## src/spf_pkg.sv

```systemverilog
// Purpose: shared constants and types for the self-programming flash control
// Assumes: 32-bit AHB-Lite register access, 16-bit pointer, 64-word pages
// Notes:   register byte address is four times its index
package spf_pkg;

  // ---------------------------------------------------------------------
  // register map
  // ---------------------------------------------------------------------
  localparam logic [7:0]  CTRL_INDEX = 8'h37;
  localparam logic [7:0]  LOCK_INDEX = 8'h38;
  localparam logic [9:0]  CTRL_ADDR  = {CTRL_INDEX, 2'b00};
  localparam logic [9:0]  LOCK_ADDR  = {LOCK_INDEX, 2'b00};
  localparam logic [7:0]  CTRL_RESET = 8'h00;
  localparam logic [7:0]  LOCK_RESET = 8'hFF;
  localparam logic [7:0]  LOCK_KEEP  = 8'hC0;

  // accepted patterns of the low five control bits
  localparam logic [4:0]  PAT_FILL   = 5'h01;
  localparam logic [4:0]  PAT_ERASE  = 5'h03;
  localparam logic [4:0]  PAT_WRITE  = 5'h05;
  localparam logic [4:0]  PAT_LOCK   = 5'h09;
  localparam logic [4:0]  PAT_REEN   = 5'h11;

  // ---------------------------------------------------------------------
  // timing: arming window in core clocks
  // ---------------------------------------------------------------------
  localparam logic [2:0]  ARM_CYCLES = 3'h4;
  localparam logic [2:0]  LOAD_MIN   = 3'h2;

  // ---------------------------------------------------------------------
  // pointer layout and section limits
  // ---------------------------------------------------------------------
  localparam int          PAGE_LSB   = 7;
  localparam int          PAGE_MSB   = 14;
  localparam int          WORD_LSB   = 1;
  localparam int          WORD_MSB   = 6;
  localparam int          BUF_WORDS  = 64;
  localparam logic [7:0]  STALLING_SECTION_PAGE  = 8'hE0;
  localparam logic [7:0]  BOOT_PAGE  = 8'hE0;
  localparam logic [15:0] BUF_ERASED = 16'hFFFF;

  // lock byte fields
  localparam int          MLOCK_LO   = 0;
  localparam int          MLOCK_HI   = 1;
  localparam int          ALOCK_LO   = 2;
  localparam int          ALOCK_HI   = 3;
  localparam int          BLOCK_LO   = 4;
  localparam int          BLOCK_HI   = 5;

  localparam logic [1:0]  HTRANS_NONSEQ = 2'h2;
  localparam logic [1:0]  HTRANS_SEQ    = 2'h3;

  typedef struct packed {
    logic store_ready_irq_enable;
    logic concurrent_section_busy;
    logic signature_row_read;
    logic concurrent_section_reenable;
    logic lock_bits_write;
    logic page_write_cmd;
    logic page_erase_cmd;
    logic store_command_enable;
  } spf_ctrl_t;

  typedef enum logic [1:0] {
    ST_IDLE,
    ST_ARMED,
    ST_FLASH
  } spf_state_t;

endpackage : spf_pkg
```

## src/spf_flash_ctrl.sv

```systemverilog
// Purpose: self-programming sequencer for on-chip program flash
// Assumes: core store/load strobes and flash done are on CLK; AHB-Lite slave
// Notes:   zero-wait-state slave, always OKAY; lock byte held in flops
`timescale 1ns/10ps

// Function
// [RULE1] ready interrupt requested while enabled, global enable set, enable bit clear
// [RULE2] erase/write to concurrent section sets busy flag, blocking that section
// [RULE3] busy flag cleared by re-enable after completion or by buffer fill
// [RULE4] signature mode: load in three cycles reads signature, store does nothing
// [RULE5] re-enable store in four cycles, refused while erase or write runs
// [RULE6] re-enable written during buffer fill discards the buffer contents
// [RULE7] lock-write store takes lock bits from R0; bit clears at end or timeout
// [RULE8] load in three cycles of lock-write returns lock or fuse by pointer bit 0
// [RULE9] page write programs pointer page from buffer; clears at end or timeout
// [RULE10] page erase erases pointer page; clears at end or timeout
// [RULE11] erase or write to stalling section halts core for whole operation
// [RULE12] plain enable: store puts R1:R0 in buffer word, pointer bit 0 ignored
// [RULE13] enable arms four cycles, clears on store or timeout, holds during flash
// [RULE14] only five listed low-bit patterns take effect
// [RULE15] lock bits only go one to zero; chip erase returns them to one
// [RULE16] no-boot variant: store allowed only when self-program fuse is zero
// [RULE17] memory-lock mode 2 blocks external programming and locks fuses
// [RULE18] memory-lock mode 3 also blocks verify and locks boot-lock bits
// [RULE19] app-lock modes 2,3 block stores to application section
// [RULE20] app-lock modes 3,4 block boot loads of app; vectors in boot mask irq
// [RULE21] boot-lock modes 2,3 block stores to boot section
// [RULE22] boot-lock modes 3,4 block app loads of boot; vectors in app mask irq
module spf_flash_ctrl #(
  parameter bit HAS_BOOT_SECTION = 1'b1
) (
  input  wire logic        CLK,
  input  wire logic        RST,
  input  wire logic        HSEL,
  input  wire logic [31:0] HADDR,
  input  wire logic [1:0]  HTRANS,
  input  wire logic        HWRITE,
  input  wire logic [2:0]  HSIZE,
  input  wire logic [31:0] HWDATA,
  input  wire logic        HREADY,
  output logic      [31:0] HRDATA,
  output logic             HREADYOUT,
  output logic             HRESP,
  input  wire logic        STORE_REQ,
  input  wire logic        LOAD_REQ,
  input  wire logic [15:0] PTR_Z,
  input  wire logic [7:0]  REG_R0,
  input  wire logic [7:0]  REG_R1,
  input  wire logic        GLOBAL_IRQ_EN,
  input  wire logic        EXEC_IN_BOOT,
  input  wire logic        VECTORS_IN_BOOT,
  input  wire logic        SELF_PROG_FUSE_N,
  input  wire logic        CHIP_ERASE,
  input  wire logic [7:0]  FUSE_DATA,
  input  wire logic [7:0]  SIG_DATA,
  input  wire logic [7:0]  FLASH_RD_DATA,
  input  wire logic        FLASH_DONE,
  input  wire logic [5:0]  FLASH_WORD_SEL,
  output logic      [15:0] FLASH_WR_DATA,
  output logic             FLASH_ERASE,
  output logic             FLASH_WRITE,
  output logic      [7:0]  FLASH_PAGE,
  output logic      [7:0]  LOAD_DATA,
  output logic             LOAD_VALID,
  output logic             LOAD_DENIED,
  output logic             CPU_STALL,
  output logic             SECTION_BLOCKED,
  output logic             STORE_READY_IRQ,
  output logic             IRQ_MASK,
  output logic             EXT_PROG_ALLOW,
  output logic             EXT_VERIFY_ALLOW,
  output logic             EXT_FUSE_WR_ALLOW,
  output logic             EXT_BOOT_LOCK_WR_ALLOW
);

  // ---------------------------------------------------------------------
  // state
  // ---------------------------------------------------------------------
  spf_pkg::spf_ctrl_t  ctrl_q,    ctrl_d;
  spf_pkg::spf_state_t state_q,   state_d;
  logic [2:0]          cnt_q,     cnt_d;
  logic [7:0]          lock_q,    lock_d;
  logic                stall_q,   stall_d;
  logic                erase_q,   erase_d;
  logic                write_q,   write_d;
  logic [7:0]          page_q,    page_d;
  logic [7:0]          ldata_q,   ldata_d;
  logic                lvalid_q,  lvalid_d;
  logic                ldeny_q,   ldeny_d;
  logic                irq_q,     irq_d;
  logic                imask_q,   imask_d;
  logic [3:0]          ext_q,     ext_d;
  logic                filling_q, filling_d;
  logic                aw_q,      aw_d;
  logic                ar_q,      ar_d;
  logic [9:0]          aaddr_q,   aaddr_d;
  logic [31:0]         rdata_q,   rdata_d;

  logic [15:0]         buf_mem [spf_pkg::BUF_WORDS];
  logic                buf_we;
  logic                buf_clr;

  // ---------------------------------------------------------------------
  // decode helpers
  // ---------------------------------------------------------------------
  logic [7:0] z_page;
  logic [5:0] z_word;
  logic       tgt_boot;
  logic       tgt_conc;
  logic [1:0] app_mode;
  logic [1:0] boot_mode;
  logic [1:0] mem_mode;
  logic       app_st_blk;
  logic       boot_st_blk;
  logic       app_ld_blk;
  logic       boot_ld_blk;
  logic       store_ok;
  logic       ctrl_wr;
  logic [7:0] wbyte;
  logic [4:0] wpat;
  logic       pat_ok;
  logic       addr_ph;

  always_comb
  begin
    z_page      = PTR_Z[spf_pkg::PAGE_MSB:spf_pkg::PAGE_LSB];
    z_word      = PTR_Z[spf_pkg::WORD_MSB:spf_pkg::WORD_LSB];
    tgt_boot    = z_page >= spf_pkg::BOOT_PAGE;
    tgt_conc    = z_page < spf_pkg::STALLING_SECTION_PAGE;
    app_mode    = {lock_q[spf_pkg::ALOCK_HI], lock_q[spf_pkg::ALOCK_LO]};
    boot_mode   = {lock_q[spf_pkg::BLOCK_HI], lock_q[spf_pkg::BLOCK_LO]};
    mem_mode    = {lock_q[spf_pkg::MLOCK_HI], lock_q[spf_pkg::MLOCK_LO]};
    // hi bit zero means mode 3 or 4 (load blocked); lo zero means store blocked
    app_st_blk  = ~app_mode[0];                                     // RULE19
    boot_st_blk = ~boot_mode[0];                                    // RULE21
    app_ld_blk  = ~app_mode[1];                                     // RULE20
    boot_ld_blk = ~boot_mode[1];                                    // RULE22
    store_ok    = HAS_BOOT_SECTION | ~SELF_PROG_FUSE_N;             // RULE16
    addr_ph     = HSEL & HREADY & (HTRANS == spf_pkg::HTRANS_NONSEQ
                                 | HTRANS == spf_pkg::HTRANS_SEQ);
    ctrl_wr     = aw_q & (aaddr_q == spf_pkg::CTRL_ADDR);
    wbyte       = HWDATA[7:0];
    wpat        = wbyte[4:0];
    pat_ok      = (wpat == spf_pkg::PAT_FILL)  | (wpat == spf_pkg::PAT_ERASE)
                | (wpat == spf_pkg::PAT_WRITE) | (wpat == spf_pkg::PAT_LOCK)
                | (wpat == spf_pkg::PAT_REEN);                      // RULE14
  end

  // ---------------------------------------------------------------------
  // bus slave: address captured, write/read done in data phase
  // ---------------------------------------------------------------------
  always_comb
  begin
    aw_d    = addr_ph & HWRITE;
    ar_d    = addr_ph & ~HWRITE;
    aaddr_d = addr_ph ? HADDR[9:0] : aaddr_q;
    rdata_d = 32'h0000_0000;
    if (addr_ph & ~HWRITE)
    begin
      if (HADDR[9:0] == spf_pkg::CTRL_ADDR)
        rdata_d = {24'h00_0000, ctrl_q};
      else if (HADDR[9:0] == spf_pkg::LOCK_ADDR)
        rdata_d = {24'h00_0000, lock_q};
    end
  end

  // ---------------------------------------------------------------------
  // command sequencer
  // ---------------------------------------------------------------------
  always_comb
  begin
    ctrl_d    = ctrl_q;
    state_d   = state_q;
    cnt_d     = cnt_q;
    lock_d    = lock_q;
    stall_d   = stall_q;
    erase_d   = 1'b0;
    write_d   = 1'b0;
    page_d    = page_q;
    ldata_d   = ldata_q;
    lvalid_d  = 1'b0;
    ldeny_d   = 1'b0;
    filling_d = filling_q;
    buf_we    = 1'b0;
    buf_clr   = 1'b0;

    case (state_q)
      spf_pkg::ST_IDLE:
      begin
        if (ctrl_wr & pat_ok)
        begin
          // signature bit rides only on the plain enable pattern
          ctrl_d.signature_row_read          = wbyte[5] &
                                               (wpat == spf_pkg::PAT_FILL);
          ctrl_d.concurrent_section_reenable = wbyte[4];
          ctrl_d.lock_bits_write             = wbyte[3];
          ctrl_d.page_write_cmd              = wbyte[2];
          ctrl_d.page_erase_cmd              = wbyte[1];
          ctrl_d.store_command_enable        = 1'b1;
          cnt_d   = spf_pkg::ARM_CYCLES;                            // RULE13
          state_d = spf_pkg::ST_ARMED;
          if (wbyte[4] & filling_q)
          begin
            buf_clr   = 1'b1;                                       // RULE6
            filling_d = 1'b0;
          end
        end
      end
      spf_pkg::ST_ARMED:
      begin
        cnt_d = cnt_q - 3'h1;
        if (LOAD_REQ & (cnt_q >= spf_pkg::LOAD_MIN)
            & (ctrl_q.signature_row_read | ctrl_q.lock_bits_write))
        begin
          lvalid_d = 1'b1;
          if (ctrl_q.signature_row_read)
            ldata_d = SIG_DATA;                                     // RULE4
          else
            ldata_d = PTR_Z[0] ? lock_q : FUSE_DATA;                // RULE8
          ctrl_d.signature_row_read   = 1'b0;
          ctrl_d.lock_bits_write      = 1'b0;
          ctrl_d.store_command_enable = 1'b0;
          state_d = spf_pkg::ST_IDLE;
        end
        else if (STORE_REQ)
        begin
          ctrl_d.signature_row_read          = 1'b0;
          ctrl_d.concurrent_section_reenable = 1'b0;
          ctrl_d.lock_bits_write             = 1'b0;
          ctrl_d.store_command_enable        = 1'b0;
          state_d = spf_pkg::ST_IDLE;
          if (ctrl_q.signature_row_read | ~store_ok)
          begin
            // store is a no-op in signature mode or when disabled
          end                                                       // RULE4
          else if (ctrl_q.concurrent_section_reenable)
            ctrl_d.concurrent_section_busy = 1'b0;                  // RULE5
          else if (ctrl_q.lock_bits_write)
            lock_d = lock_q & (REG_R0 | spf_pkg::LOCK_KEEP);        // RULE7
          else if (ctrl_q.page_erase_cmd | ctrl_q.page_write_cmd)
          begin
            if ((tgt_boot & boot_st_blk) | (~tgt_boot & app_st_blk))
            begin
              ctrl_d.page_erase_cmd = 1'b0;                         // RULE19
              ctrl_d.page_write_cmd = 1'b0;                         // RULE21
            end
            else
            begin
              // enable holds until the flash reports completion
              ctrl_d.store_command_enable = 1'b1;                   // RULE13
              page_d  = z_page;
              erase_d = ctrl_q.page_erase_cmd;                      // RULE10
              write_d = ctrl_q.page_write_cmd;                      // RULE9
              if (tgt_conc)
                ctrl_d.concurrent_section_busy = 1'b1;              // RULE2
              else
                stall_d = 1'b1;                                     // RULE11
              state_d = spf_pkg::ST_FLASH;
              if (ctrl_q.page_write_cmd)
                filling_d = 1'b0;
            end
          end
          else
          begin
            buf_we    = 1'b1;                                       // RULE12
            filling_d = 1'b1;
            ctrl_d.concurrent_section_busy = 1'b0;                  // RULE3
          end
        end
        else if (cnt_q == 3'h1)
        begin
          // window expired with no store: drop every command bit
          ctrl_d.signature_row_read          = 1'b0;
          ctrl_d.concurrent_section_reenable = 1'b0;
          ctrl_d.lock_bits_write             = 1'b0;
          ctrl_d.page_write_cmd              = 1'b0;
          ctrl_d.page_erase_cmd              = 1'b0;
          ctrl_d.store_command_enable        = 1'b0;            // RULE13
          state_d = spf_pkg::ST_IDLE;
        end
      end
      spf_pkg::ST_FLASH:
      begin
        // command bits of control writes are ignored here (only the irq enable bit is taken), so re-enable cannot slip in
        if (FLASH_DONE)
        begin
          ctrl_d.page_write_cmd       = 1'b0;                       // RULE9
          ctrl_d.page_erase_cmd       = 1'b0;                       // RULE10
          ctrl_d.store_command_enable = 1'b0;                       // RULE13
          stall_d = 1'b0;                                           // RULE11
          state_d = spf_pkg::ST_IDLE;
        end
      end
      default:
        state_d = spf_pkg::ST_IDLE;
    endcase

    // interrupt enable is a plain bit, written whatever the pattern
    if (ctrl_wr)
      ctrl_d.store_ready_irq_enable = wbyte[7];

    // ordinary loads: section protection and busy blocking
    if (LOAD_REQ & ~lvalid_d)
    begin
      lvalid_d = 1'b1;
      if ((tgt_conc & ctrl_q.concurrent_section_busy)             // RULE2
          | (EXEC_IN_BOOT & ~tgt_boot & app_ld_blk)               // RULE20
          | (~EXEC_IN_BOOT & tgt_boot & boot_ld_blk))             // RULE22
      begin
        ldeny_d = 1'b1;
        ldata_d = spf_pkg::LOCK_RESET;
      end
      else
        ldata_d = FLASH_RD_DATA;
    end

    if (CHIP_ERASE)
      lock_d = spf_pkg::LOCK_RESET;                                 // RULE15

    irq_d   = ctrl_d.store_ready_irq_enable & GLOBAL_IRQ_EN
              & ~ctrl_d.store_command_enable;                       // RULE1
    imask_d = (app_ld_blk & VECTORS_IN_BOOT & ~EXEC_IN_BOOT)        // RULE20
            | (boot_ld_blk & ~VECTORS_IN_BOOT & EXEC_IN_BOOT);      // RULE22
    // order: prog, verify, fuse write, boot-lock write
    ext_d   = {~(mem_mode != 2'b11),                                // RULE17
               ~(mem_mode == 2'b00),                                // RULE18
               ~(mem_mode != 2'b11),                                // RULE17
               ~(mem_mode == 2'b00)};                               // RULE18
  end

  // ---------------------------------------------------------------------
  // registers
  // ---------------------------------------------------------------------
  always_ff @(posedge CLK)
  begin
    if (RST)
    begin
      ctrl_q    <= spf_pkg::CTRL_RESET;
      state_q   <= spf_pkg::ST_IDLE;
      cnt_q     <= 3'h0;
      lock_q    <= spf_pkg::LOCK_RESET;
      stall_q   <= 1'b0;
      erase_q   <= 1'b0;
      write_q   <= 1'b0;
      page_q    <= 8'h00;
      ldata_q   <= 8'h00;
      lvalid_q  <= 1'b0;
      ldeny_q   <= 1'b0;
      irq_q     <= 1'b0;
      imask_q   <= 1'b0;
      ext_q     <= 4'hF;
      filling_q <= 1'b0;
      aw_q      <= 1'b0;
      ar_q      <= 1'b0;
      aaddr_q   <= 10'h000;
      rdata_q   <= 32'h0000_0000;
    end
    else
    begin
      ctrl_q    <= ctrl_d;
      state_q   <= state_d;
      cnt_q     <= cnt_d;
      lock_q    <= lock_d;
      stall_q   <= stall_d;
      erase_q   <= erase_d;
      write_q   <= write_d;
      page_q    <= page_d;
      ldata_q   <= ldata_d;
      lvalid_q  <= lvalid_d;
      ldeny_q   <= ldeny_d;
      irq_q     <= irq_d;
      imask_q   <= imask_d;
      ext_q     <= ext_d;
      filling_q <= filling_d;
      aw_q      <= aw_d;
      ar_q      <= ar_d;
      aaddr_q   <= aaddr_d;
      rdata_q   <= rdata_d;
    end
  end

  // ---------------------------------------------------------------------
  // temporary page buffer
  // ---------------------------------------------------------------------
  genvar gi;
  generate
    for (gi = 0; gi < spf_pkg::BUF_WORDS; gi++)
    begin : g_buf
      logic [15:0] word_d;
      always_comb
      begin
        word_d = buf_mem[gi];
        if (buf_clr | RST)
          word_d = spf_pkg::BUF_ERASED;                             // RULE6
        else if (buf_we & (z_word == 6'(gi)))
          word_d = {REG_R1, REG_R0};                                // RULE12
      end
      always_ff @(posedge CLK)
      begin
        buf_mem[gi] <= word_d;
      end
    end
  endgenerate

  // ---------------------------------------------------------------------
  // outputs
  // ---------------------------------------------------------------------
  assign HRDATA                 = rdata_q;
  assign HREADYOUT              = 1'b1;
  assign HRESP                  = 1'b0;
  assign FLASH_WR_DATA          = buf_mem[FLASH_WORD_SEL];
  assign FLASH_ERASE            = erase_q;
  assign FLASH_WRITE            = write_q;
  assign FLASH_PAGE             = page_q;
  assign LOAD_DATA              = ldata_q;
  assign LOAD_VALID             = lvalid_q;
  assign LOAD_DENIED            = ldeny_q;
  assign CPU_STALL              = stall_q;
  assign SECTION_BLOCKED        = ctrl_q.concurrent_section_busy;
  assign STORE_READY_IRQ        = irq_q;
  assign IRQ_MASK               = imask_q;
  assign EXT_PROG_ALLOW         = ext_q[3];
  assign EXT_VERIFY_ALLOW       = ext_q[2];
  assign EXT_FUSE_WR_ALLOW      = ext_q[1];
  assign EXT_BOOT_LOCK_WR_ALLOW = ext_q[0];

endmodule : spf_flash_ctrl

```

## config.mk

```make
export PLATFORM = sky130hd
export DESIGN_NAME = spf_flash_ctrl
export DESIGN_NICKNAME = d
export VERILOG_FILES = /design/src/spf_pkg.sv /design/src/spf_flash_ctrl.sv
export SDC_FILE = /design/constraint.sdc
export NUM_CORES = 1
export LEC_CHECK = 0
export BUFFER_PORTS_ARGS = -buffer_cell sky130_fd_sc_hd__buf_2
export CELL_PAD_IN_SITES_DETAIL_PLACEMENT = 0
export CELL_PAD_IN_SITES_GLOBAL_PLACEMENT = 1
export CORE_ASPECT_RATIO = 0.7
export CORE_MARGIN = 1.5
export CORE_UTILIZATION = 33
export CTS_BUF_LIST = sky130_fd_sc_hd__clkbuf_2
export DETAILED_ROUTE_END_ITERATION = 10
export PLACE_DENSITY_LB_ADDON = 0.05
export SYNTH_ARGS = -nofsm -noshare
export SYNTH_HDL_FRONTEND = slang
export SYNTH_SLANG_ARGS = --single-unit
```

## constraint.sdc

```tcl
create_clock -name CLK -period 7.5 [get_ports CLK]
set_clock_uncertainty 0.15 [all_clocks]
set_input_delay 1.5 -clock CLK [delete_from_list [all_inputs] [get_ports CLK]]
set_output_delay 1.5 -clock CLK [all_outputs]
set_load 0.1 [all_outputs]
```

==> metrics <==
Synth Area in Adders 0.0873%; clk slew on worst S/H paths 110 ps; internal reg-to-reg setup slack 3500 ps; CTS Sinks 1088; DR vias 24300; met2 Use GR 28.7%; non-filler cells, final 4772; Longest Clk Path Bufs 4; Synth async-reset ratio 0%; unrepaired setup endpoints after global routing false; total power 0.0124 W; WL per Instance 27.1 µm; initial antenna violation count 16; H-Tree Level Count 5; P_leak 17.4 nW; Final nets 3001; RePlAce Congestion 0.802; CP startpoint kind input port; post-synthesis sequential area ratio 74.5%; Yosys warnings 0; M3 GR Usage 4.87%; maximum clock rate 154 MHz; final max-slew violation count 0; Final Critical Period 6480 ps; Syn-to-layout area delta 15.0%; Distinct cells, synth 71; post-synthesis mux area share 13.2%; #FFs+latches synth 1088; CTS Buf Count 290; worst hold start HREADY; First-pass DRT Iterations 5; Cell Rows 110; Synth Area in Simple Gates 4.26%; period utilization 86.4%; CP dominant cell by count buf_2; outcome completed; Max Cap Viol 0; postcts setup bufs 0; setup TNS 0 ps; family with the most delay on the worst path simple AND/OR/NAND/NOR gates; R2R Path Start state_q[0]; WL final 129000 µm; Mapped Cells 2353; CP peak stage delay 840 ps; Cell Area, Synth 43000 µm²; final hold violation count 0; ANT nets after route 0; worst vdd ir 0.137 mV; Post-synth EDFFs 1024; largest family of logic cells by synthesized area multiplexers; Slew headroom 17.0%; io pins 222; met1 Resource Use GR 28.4%; vias in the first global route 25000; Compound-Gate Fraction of Synth Area 5.65%; share of layout cells above drive strength 1 30.6%; largest net degree at the start of global routing 75; Crit path buffers/inverters 2; Worst Tran Pin Value 1250 ps; Post-synth top flop edfxtp_1; Hold Crit Endpoint aaddr_q[8]; hold depth 4; CP Depth 7; reg-to-reg endpoint buf_mem[33][4]; P per Cell Area 250 nW/µm²; TritonCTS clock tree done; die width 434 µm; die height 305 µm; Synth Area per Inst 18.3 µm²; overall routing resource usage 19.5%; Worst Setup End Kind primary output; global-route wire length before repair 181000 µm; critical-path maximum fanout 10; Slowest cell on crit path nor2b_1; DIE AREA 133000 µm²; FF-to-FF path depth 4; clk root buf clkbuf_2; # DRC 0; DR vias/cell 5.10; Setup Viol. Count Final 0; Layout fillers 12100; GR peak layer met2; total grt overflow 0; critical path type input port to primary output; Post-Synth XOR/XNOR Area 0%; Critical Path AT 4830 ps; WP data required 5850 ps; # port buffers 142; hold crit path type input port to flop; Detailed Route Iter0 Violations 1876; detailed placer's ending HPWL 80600 µm; Worst-Skew Late Latency 1630 ps; Initial Util 33.4%; # placed instances 4225; core area 129000 µm²; worst path cell trace buf_2, nor2b_1, nand2b_1, a221o_1, o21ai_1, or3_1, buf_2
-- worst min-delay path, delay by kind of cell --
kind,cells,cell delay (ps)
compound gates,1,60
buf+inv,1,100
simple gates,2,370
-- report_power, final --
| group | total (W) | internal (W) | switching [W] |
|---|---|---|---|
| Sequential | 0.00716 | 0.00707 | 0.0000874 |
| Clock | 0.00395 | 0.00155 | 0.00240 |
| Combinational | 0.00127 | 0.000388 | 0.000885 |
-- synth_stat cells (all sizes together) (6+ instances only) --
library cell  number  area (µm²)
clkbuf            44         170
a22o              19         166
o221ai            23         208
edfxtp          1024       30700
nand2b            28         175
and3               9        56.3
nand4              9        56.3
inv                8        30.0
a21oi             40         200
o22a               9        78.8
a221oi            16         140
nor4               7        81.3
o211ai             7        52.6
mux4             143        3220
and2               8        50.1
a22oi             73         548
a211oi            21         158
a31oi              7        43.8
nor2              56         210
nand2             96         360
buf              115         805
o21ai            118         591
or3               15        98.8
mux2              13         146
a221o              6        60.1
nor2b             18         113
dfxtp             64        1280
mux2i            230        2300
nor3              20         110
nand3             56         280
-- cell families (layout without fill, tap and decap cells) --
family	Yosys count	after routing
buf+inv	167	814
compound gates	358	358
fa+ha+maj	3	3
other cells	2	38
mux	386	386
simple gates	349	349
flops	1088	1088
-- timing repair --
action,4_1_cts,5_1_grt
endpoints found under the hold margin,55,0
resized for setup,0,0
hold buffers,73,0
-- layout make-up --
type / count / area [µm²] / share of cell area, %
antenna: 12 / 30.0 / 0.0607
clock buffer: 399 / 2000 / 4.04
clock inverter: 63 / 344 / 0.696
inverter: 8 / 30.0 / 0.0607
multi-input combinational: 1122 / 10300 / 20.8
sequential: 1088 / 32000 / 64.8
tap: 1736 / 2170 / 4.39
timing repair buffer: 344 / 2540 / 5.15
-- registers in the layout, summed over array words and instances (netlist names) --
name / cells
buf_mem: 1024
aaddr_q: 10
state_q: 2
lock_q: 6
IRQ_MASK: 1
FLASH_ERASE: 1
LOAD_DENIED: 1
aw_q: 1
LOAD_DATA: 8
LOAD_VALID: 1
STORE_READY_IRQ: 1
CPU_STALL: 1
ctrl_q: 7
ext_q: 2
HRDATA: 8
FLASH_PAGE: 8
SECTION_BLOCKED: 1
FLASH_WRITE: 1
cnt_q: 3
filling_q: 1
-- how the worst max path moves through the flow --
| stage | endpoint | slack (ps) | from |
|---|---|---|---|
| after global placement | FLASH_WR_DATA[2] | 1080 | FLASH_WORD_SEL[5] |
| after global routing | FLASH_WR_DATA[2] | 910 | FLASH_WORD_SEL[5] |
| after detailed placement | FLASH_WR_DATA[2] | 1040 | FLASH_WORD_SEL[5] |
| after CTS | FLASH_WR_DATA[2] | 1030 | FLASH_WORD_SEL[5] |
| final | FLASH_WR_DATA[2] | 1020 | FLASH_WORD_SEL[5] |
| after floorplan | FLASH_WR_DATA[11] | 1140 | FLASH_WORD_SEL[0] |
-- routing by layer --
layer	part of all wire (%)	vias up	routed length, µm
met1	47	12700	60700
met2	44	757	57400
met4	2.2	0	2800
met5	0	-	0
li1	-	10700	-
met3	6.3	227	8180
-- cell usage in the layout (no fill, tap or decap), types with 15 or more instances in the layout --
| cell type | instances |
|---|---|
| a221oi_1 | 16 |
| nand3_1 | 56 |
| nand2_1 | 96 |
| buf_4 | 123 |
| o21ai_0 | 43 |
| a211oi_1 | 21 |
| clkinv_1 | 50 |
| a21oi_1 | 40 |
| nor3_1 | 18 |
| a22o_1 | 19 |
| clkbuf_2 | 399 |
| nand2b_2 | 15 |
| o221ai_1 | 22 |
| dlygate4sd3_1 | 73 |
| mux2i_1 | 230 |
| o21ai_2 | 46 |
| dfxtp_1 | 64 |
| mux4_2 | 143 |
| conb_1 | 26 |
| buf_2 | 137 |
| edfxtp_1 | 1024 |
| a22oi_1 | 73 |
| o21ai_1 | 29 |
| nor2_1 | 54 |
| nor2b_1 | 16 |
-- through the flow --
stage | cell area (µm²) | util, % | setup WS, ps | hold slack, ps
finish | 49500 | 38.3 | 1020 | 290
global placement | 46400 | 35.9 | 1080 | 293
global route | 49400 | 38.3 | 912 | 112
CTS | 49400 | 38.3 | 1030 | 5.36
floorplan | 43100 | - | 1140 | 281
detailed placement | 46400 | 35.9 | 1040 | 298
(Power assumes the default switching activity.)
